File: src/common/bpc_params.svh
// offsets, field positions, reset values and timing counts of the batch pulse counter
`ifndef BPC_PARAMS_SVH
`define BPC_PARAMS_SVH

`define BPC_A_CTRL 8'h00
`define BPC_A_ADJ 8'h04
`define BPC_A_ADV 8'h08
`define BPC_A_DIV 8'h0C
`define BPC_A_DLY 8'h10
`define BPC_A_HOLD1 8'h14
`define BPC_A_HOLD2 8'h18
`define BPC_A_COUNT 8'h1C
`define BPC_A_STAT 8'h20

`define BPC_F_START 0
`define BPC_F_DOWN 1
`define BPC_F_BATCH 2
`define BPC_F_AUTO 3
`define BPC_F_POL1 4
`define BPC_F_POL2 5

`define BPC_RST_CTRL 6'h34
`define BPC_RST_DIV 16'h0001

`define BPC_MAXV 10'h3E7
`define BPC_FULL 11'h3E8

`define BPC_CLK_PER_NS 5
`define BPC_TICK_NS 100000000
`define BPC_TICK_CYC (`BPC_TICK_NS / `BPC_CLK_PER_NS)

`endif

File: src/common/bpc_pkg.sv
// types of the batch pulse counter
package bpc_pkg;
  typedef enum logic [1:0] {ST_IDLE, ST_RUN, ST_DELAY} bpc_state_type;
endpackage : bpc_pkg

File: src/logic/bpc_top.sv
// batch pulse counter with two-relay batch control and an APB register file
// Function
// - pulses are divided by the prescale divisor before reaching the result
// - result is three decades, wrapping 999 to 000 and 000 to 999
// - threshold covers 1 to 1000, a stored 000 meaning 1000
// - a cycle starts on the restart key, clear/start input or register write
// - start clears the count going up, loads the adjuster value going down
// - lamp lights from start until the threshold (up) or zero (down)
// - hold stops counting without touching cycle or relay state
// - stop ends both cycles and drives both relays inactive
// - threshold is latched from the adjuster at every start
// - auto restart after a delay from the fine threshold, lamp flashing
// - reset clears the count to 000 as well as the cycle state
// - counting and relay control run regardless of menu state
// - batch mode uses adjuster for fine relay, advance for main relay
// - batch up: zero, both relays on, main off at thr-adv, fine at thr
// - advance above threshold keeps the main relay off at start
// - batch down: load adj, main off at adv-1, fine off at zero
// - each relay output level follows that relay's polarity setting
// - zero hold time keeps a relay inactive until the next start
`include "bpc_params.svh"
`timescale 1ns/100ps
module bpc_top #(
  parameter int DIV_W = 16,
  parameter int TICK_CYC = `BPC_TICK_CYC
) (
  // clock and reset
  input wire logic CLK,
  input wire logic RST,
  // apb slave
  input wire logic PSEL,
  input wire logic PENABLE,
  input wire logic PWRITE,
  input wire logic [7:0] PADDR,
  input wire logic [31:0] PWDATA,
  output logic [31:0] PRDATA,
  output logic PREADY,
  output logic PSLVERR,
  // field inputs
  input wire logic PULSE_IN,
  input wire logic HOLD_IN,
  input wire logic STOP_IN,
  input wire logic CLEAR_START_IN,
  input wire logic CYCLE_RESTART_KEY,
  // relays and lamp
  output logic FINE_VALVE_RELAY,
  output logic MAIN_VALVE_RELAY,
  output logic CYCLE_LAMP
);
  import bpc_pkg::*;

  // input synchronisers; stage one feeds stage two only
  logic [4:0] s1_reg, s2_reg, s3_reg;
  always_ff @(posedge CLK) begin
    if (RST) begin
      s1_reg <= 5'h00;
      s2_reg <= 5'h00;
      s3_reg <= 5'h00;
    end else begin
      s1_reg <= {CYCLE_RESTART_KEY, CLEAR_START_IN, STOP_IN, HOLD_IN, PULSE_IN};
      s2_reg <= s1_reg;
      s3_reg <= s2_reg;
    end
  end
  logic pulse_e, hold, stop, clr_e, key_e;
  assign pulse_e = s2_reg[0] & ~s3_reg[0];
  assign hold = s2_reg[1];
  assign stop = s2_reg[2];
  // clear/start acts on its rising edge so a held level does not restart forever
  assign clr_e = s2_reg[3] & ~s3_reg[3];
  assign key_e = s2_reg[4] & ~s3_reg[4];

  // apb: one wait state, write and read take effect where pready is high
  logic [5:0] ctrl_reg, ctrl_next;
  logic [9:0] adj_reg, adj_next, adv_reg, adv_next, dly_reg, dly_next;
  logic [9:0] ht_reg [2];
  logic [9:0] ht_next [2];
  logic [DIV_W-1:0] div_reg, div_next;
  logic [31:0] prdata_next;
  logic pready_next, pslverr_next, wr_go, sw_start, hit_map;
  logic [31:0] rd_val;

  // core state
  bpc_state_type st_reg, st_next;
  logic [9:0] cnt_reg, cnt_next, dcnt_reg, dcnt_next;
  logic [10:0] units_reg, units_next, thr_reg, thr_next;
  logic [DIV_W-1:0] pre_reg, pre_next;
  logic [1:0] act_reg, act_next, done_reg, done_next;
  logic [9:0] hc_reg [2];
  logic [9:0] hc_next [2];
  logic [31:0] tcnt_reg, tcnt_next;
  logic flash_reg, flash_next;
  logic fine_reg, fine_next, main_reg, main_next, lamp_reg, lamp_next;

  assign wr_go = PSEL & PENABLE & PWRITE & PREADY;
  assign sw_start = wr_go && PADDR == `BPC_A_CTRL && PWDATA[`BPC_F_START];

  always_comb begin
    rd_val = 32'h00000000;
    hit_map = 1'b1;
    if (PADDR == `BPC_A_CTRL) begin
      rd_val = {26'h0000000, ctrl_reg};
    end else if (PADDR == `BPC_A_ADJ) begin
      rd_val = {22'h000000, adj_reg};
    end else if (PADDR == `BPC_A_ADV) begin
      rd_val = {22'h000000, adv_reg};
    end else if (PADDR == `BPC_A_DIV) begin
      rd_val = 32'(div_reg);
    end else if (PADDR == `BPC_A_DLY) begin
      rd_val = {22'h000000, dly_reg};
    end else if (PADDR == `BPC_A_HOLD1) begin
      rd_val = {22'h000000, ht_reg[0]};
    end else if (PADDR == `BPC_A_HOLD2) begin
      rd_val = {22'h000000, ht_reg[1]};
    end else if (PADDR == `BPC_A_COUNT) begin
      rd_val = {22'h000000, cnt_reg};
    end else if (PADDR == `BPC_A_STAT) begin
      rd_val = {17'h00000, thr_reg, act_reg, st_reg};
    end else begin
      hit_map = 1'b0;
    end
  end

  always_comb begin
    ctrl_next = ctrl_reg;
    adj_next = adj_reg;
    adv_next = adv_reg;
    dly_next = dly_reg;
    div_next = div_reg;
    ht_next = ht_reg;
    pready_next = PSEL & PENABLE & ~PREADY;
    prdata_next = PRDATA;
    pslverr_next = 1'b0;
    if (PSEL & PENABLE & ~PREADY) begin
      prdata_next = PWRITE ? 32'h00000000 : rd_val;
      pslverr_next = ~hit_map;
    end
    if (wr_go) begin
      if (PADDR == `BPC_A_CTRL) begin
        ctrl_next = {PWDATA[5:1], 1'b0};
      end else if (PADDR == `BPC_A_ADJ && PWDATA[9:0] <= `BPC_MAXV) begin
        adj_next = PWDATA[9:0];
      end else if (PADDR == `BPC_A_ADV && PWDATA[9:0] <= `BPC_MAXV) begin
        adv_next = PWDATA[9:0];
      end else if (PADDR == `BPC_A_DIV) begin
        div_next = PWDATA[DIV_W-1:0];
      end else if (PADDR == `BPC_A_DLY && PWDATA[9:0] <= `BPC_MAXV) begin
        dly_next = PWDATA[9:0];
      end else if (PADDR == `BPC_A_HOLD1) begin
        ht_next[0] = PWDATA[9:0];
      end else if (PADDR == `BPC_A_HOLD2) begin
        ht_next[1] = PWDATA[9:0];
      end
    end
  end

  always_ff @(posedge CLK) begin
    if (RST) begin
      ctrl_reg <= `BPC_RST_CTRL;
      adj_reg <= 10'h000;
      adv_reg <= 10'h000;
      dly_reg <= 10'h000;
      div_reg <= DIV_W'(`BPC_RST_DIV);
      ht_reg <= '{10'h000, 10'h000};
      PREADY <= 1'b0;
      PRDATA <= 32'h00000000;
      PSLVERR <= 1'b0;
    end else begin
      ctrl_reg <= ctrl_next;
      adj_reg <= adj_next;
      adv_reg <= adv_next;
      dly_reg <= dly_next;
      div_reg <= div_next;
      ht_reg <= ht_next;
      PREADY <= pready_next;
      PRDATA <= prdata_next;
      PSLVERR <= pslverr_next;
    end
  end

  // counting and relay control; nothing here looks at menu state
  logic down, batch, tick, start, auto_go;
  logic [10:0] new_thr, mthr;
  logic [DIV_W-1:0] div_eff;
  assign down = ctrl_reg[`BPC_F_DOWN];
  assign batch = ctrl_reg[`BPC_F_BATCH];
  assign tick = tcnt_reg == 32'(TICK_CYC - 1);
  assign new_thr = (adj_reg == 10'h000) ? `BPC_FULL : {1'b0, adj_reg};
  assign div_eff = (div_reg == '0) ? DIV_W'(1) : div_reg;
  assign auto_go = st_reg == ST_DELAY && dcnt_reg == 10'h000;
  assign start = key_e | clr_e | sw_start | auto_go;
  // main relay point in units since start; going down it is one unit later
  assign mthr = down ? thr_reg - {1'b0, adv_reg} + 11'h001 : thr_reg - {1'b0, adv_reg};

  always_comb begin
    st_next = st_reg;
    cnt_next = cnt_reg;
    dcnt_next = dcnt_reg;
    units_next = units_reg;
    thr_next = thr_reg;
    pre_next = pre_reg;
    act_next = act_reg;
    done_next = done_reg;
    hc_next = hc_reg;
    tcnt_next = tick ? 32'h00000000 : tcnt_reg + 32'h00000001;
    flash_next = tick ? ~flash_reg : flash_reg;
    if (stop) begin
      st_next = ST_IDLE;
      act_next = 2'b00;
      done_next = 2'b11;
      hc_next = '{10'h000, 10'h000};
    end else if (start) begin
      st_next = ST_RUN;
      thr_next = new_thr;
      units_next = 11'h000;
      pre_next = '0;
      // load the adjuster itself: a stored 000 must show 000, not an out-of-range 1000
      cnt_next = down ? adj_reg : 10'h000;
      act_next[0] = 1'b1;
      // with no room for the advance the main valve stays shut
      act_next[1] = batch && {1'b0, adv_reg} <= new_thr;
      done_next = {~act_next[1], 1'b0};
      hc_next = '{10'h000, 10'h000};
      flash_next = 1'b0;
    end else begin
      if (pulse_e && !hold) begin
        if (pre_reg + DIV_W'(1) >= div_eff) begin
          pre_next = '0;
          if (down) begin
            cnt_next = (cnt_reg == 10'h000) ? `BPC_MAXV : cnt_reg - 10'h001;
          end else begin
            cnt_next = (cnt_reg == `BPC_MAXV) ? 10'h000 : cnt_reg + 10'h001;
          end
          if (st_reg != ST_IDLE && units_reg != 11'h7FF) begin
            units_next = units_reg + 11'h001;
          end
        end else begin
          pre_next = pre_reg + DIV_W'(1);
        end
      end else if (wr_go && PADDR == `BPC_A_COUNT && PWDATA[9:0] <= `BPC_MAXV) begin
        cnt_next = PWDATA[9:0];
      end
      // relay timers run on the 0.1 s tick once a threshold was passed
      for (int i = 0; i < 2; i++) begin
        if (!act_reg[i] && hc_reg[i] != 10'h000 && tick) begin
          hc_next[i] = hc_reg[i] - 10'h001;
          if (hc_reg[i] == 10'h001) begin
            act_next[i] = 1'b1;
          end
        end
      end
      if (st_reg != ST_IDLE && !done_reg[1] && units_reg >= mthr) begin
        done_next[1] = 1'b1;
        act_next[1] = 1'b0;
        hc_next[1] = ht_reg[1];
      end
      if (st_reg != ST_IDLE && !done_reg[0] && units_reg >= thr_reg) begin
        done_next[0] = 1'b1;
        act_next[0] = 1'b0;
        hc_next[0] = ht_reg[0];
      end
      if (st_reg == ST_RUN && units_reg >= thr_reg) begin
        st_next = ctrl_reg[`BPC_F_AUTO] ? ST_DELAY : ST_IDLE;
        dcnt_next = dly_reg;
      end else if (st_reg == ST_DELAY && tick) begin
        dcnt_next = dcnt_reg - 10'h001;
      end
    end
    fine_next = act_next[0] ^ ~ctrl_reg[`BPC_F_POL1];
    main_next = act_next[1] ^ ~ctrl_reg[`BPC_F_POL2];
    lamp_next = st_next == ST_RUN || (st_next == ST_DELAY && flash_next);
  end

  // reset leaves cycles idle so restart needs a manual start
  always_ff @(posedge CLK) begin
    if (RST) begin
      st_reg <= ST_IDLE;
      cnt_reg <= 10'h000;
      dcnt_reg <= 10'h000;
      units_reg <= 11'h000;
      thr_reg <= `BPC_FULL;
      pre_reg <= '0;
      act_reg <= 2'b00;
      done_reg <= 2'b11;
      hc_reg <= '{10'h000, 10'h000};
      tcnt_reg <= 32'h00000000;
      flash_reg <= 1'b0;
      FINE_VALVE_RELAY <= 1'b0;
      MAIN_VALVE_RELAY <= 1'b0;
      CYCLE_LAMP <= 1'b0;
    end else begin
      st_reg <= st_next;
      cnt_reg <= cnt_next;
      dcnt_reg <= dcnt_next;
      units_reg <= units_next;
      thr_reg <= thr_next;
      pre_reg <= pre_next;
      act_reg <= act_next;
      done_reg <= done_next;
      hc_reg <= hc_next;
      tcnt_reg <= tcnt_next;
      flash_reg <= flash_next;
      FINE_VALVE_RELAY <= fine_next;
      MAIN_VALVE_RELAY <= main_next;
      CYCLE_LAMP <= lamp_next;
    end
  end
endmodule : bpc_top

File: config.mk
export PLATFORM = sky130hd
export DESIGN_NAME = bpc_top
export DESIGN_NICKNAME = d
export VERILOG_FILES = /design/src/common/bpc_pkg.sv /design/src/logic/bpc_top.sv
export VERILOG_INCLUDE_DIRS = /design/src /design/src/common
export SDC_FILE = /design/constraint.sdc
export NUM_CORES = 1
export LEC_CHECK = 0
export BUFFER_PORTS_ARGS = -buffer_cell sky130_fd_sc_hd__buf_2
export CORE_ASPECT_RATIO = 1.4
export CORE_MARGIN = 3
export CORE_UTILIZATION = 53
export CTS_CLUSTER_DIAMETER = 30
export CTS_CLUSTER_SIZE = 8
export DETAILED_ROUTE_END_ITERATION = 8
export GPL_TIMING_DRIVEN = 0
export PLACE_DENSITY_LB_ADDON = 0.1
export SYNTH_ARGS = -nofsm -noshare
export SYNTH_HDL_FRONTEND = slang
export SYNTH_SLANG_ARGS = --single-unit
File: constraint.sdc
create_clock -name CLK -period 9.7 [get_ports CLK]
set_input_delay 1.455 -clock CLK [delete_from_list [all_inputs] [get_ports CLK]]
set_output_delay 1.455 -clock CLK [all_outputs]
set_load 0.01 [all_outputs]
==> flow_summary_export.csv <==
group,metric,value,unit
power,leakagePower,6.08,nW
clock_tree,cts_setup_buffers,0,
sta,maxSlewHeadroom,10.5,%
sta,worst_pin_slew,1340,ps
grt,grt_util_all_layers,30.9,%
yosys,synth_ff_type,"dfxtp_1",
die,die_w,136,um
power,p_total,2.65,mW
grt,antenna_found_initial,0,
sta,timing.final.max_slew_violations,0,
drt,num_vias,12000,
clock_tree,clock_sinks,221,
critical_path,crit_path_max_fanout,10,
critical_path,crit_chain,"inv_1 -> ha_1 -> fa_1 -> nand2b_1 -> a21oi_1 -> xor2_1 -> nand4bb_1 -> nor4_1 -> nand2_1 -> xor2_1 -> ha_1 -> a211o_1 -> a21oi_1 -> a2111o_1 -> a31o_2 -> clkbuf_1 -> o21ai_0 -> a31oi_1",
cells_and_area,layout.nets,1769,
clock_tree,postCtsHoldBufs,0,
drt,vias_per_cell,6.03,
yosys,synth_most_common_cell,"dfxtp_1",
critical_path,crit_family,"compound AO/OA/AOI/OAI gates",
yosys,synth-edff-count,0,
yosys,synthArstFlopShare,0,%
critical_path,crit_buf_inv,2,
placed_design,hpwl,29900,um
status,violations,"design-rule violations",
cells_and_area,syn_to_final_growth,17.1,%
cells_and_area,n_fill_cell,2136,
placed_design,gp_congestion,0.993,
yosys,synth_cell_type_count,81,
grt,grt_pass1_vias,11600,
cells_and_area,regArea,4420,sq um
drt,drc,15,
yosys,ys_ff_latch,221,
power,ir_drop,0.000164,V
sta,setup_viol,0,
yosys,ys_seq_area_share,35.0,%
yosys,ys_warn_count,0,
clock_tree,cts_root_buf,"clkbuf_16",
critical_path,cp_slowest_cell,"dfxtp_1",
die,core-area,23400,sq um
critical_path,crit_path_end_kind,"flop",
die,die_h,189,um
cells_and_area,largest_reg_flops,32,
flow_run,drv_cap,0,
cells_and_area,multiInputGateArea,7550,sq um
yosys,syn_area,12600,sq um
placed_design,io_buffers,47,
yosys,ys_top_cells_by_area,"dfxtp_1 35%, ha_1 6.7%, nor2_1 6.0%",
die,rows,66,
cells_and_area,diodes,0,
sta,fmax,210,MHz
drt,wl_per_cell,20.5,um
clock_tree,cts_inserted_buffers,44,
yosys,synth_cells,1541,
grt,grt_first_pass_wirelength,62300,um
yosys,synthTopCellsByCount,"221 x dfxtp_1, 201 x nor2_1, 155 x nand2_1",
sta,fin_crit,4760,ps
critical_path,critPathLaunchType,"flop",
clock_tree,post_cts_resized,0,
critical_path,arrival,5220,ps
drt,drtPass1Iterations,9,
critical_path,crit_required,10160,ps
yosys,synth_top_area_share,35.0,%
clock_tree,cts_buffer_depth,3,
critical_path,slowest_delay,470,ps
placed_design,post_dp_cell_area,13300,sq um
sta,period_share,49.1,%
clock_tree,cts-htree-levels,2,
sta,fin_worst_skew,30.5,ps
yosys,syn_avg_cell_area,8.20,sq um
yosys,yosys.area.top_type,"dfxtp_1",
sta,finalHoldViolCount,0,
drt,drtAntennaViolNets,0,
power,pwr_density_cell,179,nW/um^2
clock_tree,clk_pin_slew,50,ps
die,ios,87,
cells_and_area,drive_gt1_share,9.83,%
sta,fin_tns_setup,0,ps
clock_tree,tritoncts,"built",
grt,grt-ovfl-total,0,
critical_path,crit_type,"reg -> reg",
clock_tree,clock_latency,540,ps
cells_and_area,fin_area,14800,sq um
grt,grt_max_degree,12,
worst_hold_path,min_path_type,"reg -> reg",
drt,drt_iter0_drc,870,
sta,rsz0062_at_grt,"false",
drt,totalWireLength,40600,um
die,start_util,54.1,%
status,status,"finished with violations",
die,fp.dieArea,25800,sq um
-- final timing paths --
check | from | end | cells after the start | slack, ps
max | thr_reg[0] | hc_reg[3] | 18 | 4940
min | s1_reg[4] | s2_reg[4] | 1 | 430
max reg2reg | thr_reg[0] | hc_reg[3] | 18 | 4940
min reg2reg | s1_reg[4] | s2_reg[4] | 1 | 430
-- layer usage --
layer	global-route usage, %	routed length, um	up-vias
li1	-	-	5692
met1	34.9	15300	5619
met2	53.3	19900	488
met3	4.78	2470	169
met4	20.2	2920	0
met5	0	0	-
-- final cells by class --
type	instances	area share (%)
Buffer	103	3.15
Clock inverter	15	1.90
Multi-Input combinational cell	1166	51.1
Timing Repair Buffer	48	1.62
Inverter	66	1.67
Sequential cell	221	29.9
Clock buffer	59	8.09
Tap cell	306	2.59
-- where the power goes --
| part | internal, mW | switching, mW |
|---|---|---|
| Combinational | 0.0605 | 0.130 |
| Sequential | 0.924 | 0.0143 |
| Clock | 1.04 | 0.482 |
| Total | 2.03 | 0.627 |
-- metrics by stage --
stage          utilization (%)  hold WS, ps  std cells  setup slack [ps]
6_report                  63.3          433       1984              4940
5_1_grt                   63.3          454       1984              4610
2_1_floorplan                -          414       1556              5870
3_3_place_gp              57.0          416       1909              5170
4_1_cts                   63.3          439       1983              5030
3_5_place_dp              57.0          428       1909              5060
-- placed cells by master, fill, tap and decap left out, types with 8 or more instances in the layout --
cell type,instances
dfxtp_1,221
nor2_1,201
nand2_1,155
clkbuf_1,81
a21oi_1,77
mux2i_1,68
ha_1,68
inv_1,65
xor2_1,57
buf_2,53
o21ai_0,50
clkbuf_16,44
nand3_1,37
nor3_1,35
xnor2_1,35
a22oi_1,28
nor2b_1,25
a31oi_1,24
nand4_1,23
nor4_1,22
and3_1,22
buf_4,17
a211oi_1,16
conb_1,16
a21o_1,14
o211ai_1,13
and2_1,11
and4_1,11
buf_1,9
a222oi_1,9
nand2b_1,8
-- cells by family (layout without fill, tap and decap cells) --
family                   Yosys count  in the layout  share of synthesized area [%]
AND/OR/NAND/NOR                  596            596                           22.9
AO/OA/AOI/OAI                    318            318                           17.1
flip-flops                       221            221                           35.0
buffers and inverters            169            291                           5.64
XOR/XNOR                          92             92                           6.38
multiplexers                      75             75                           6.01
adder cells (fa/ha/maj)           69             69                           6.89
other                              1             16                         0.0297
Power figures use the tool's default switching activity.
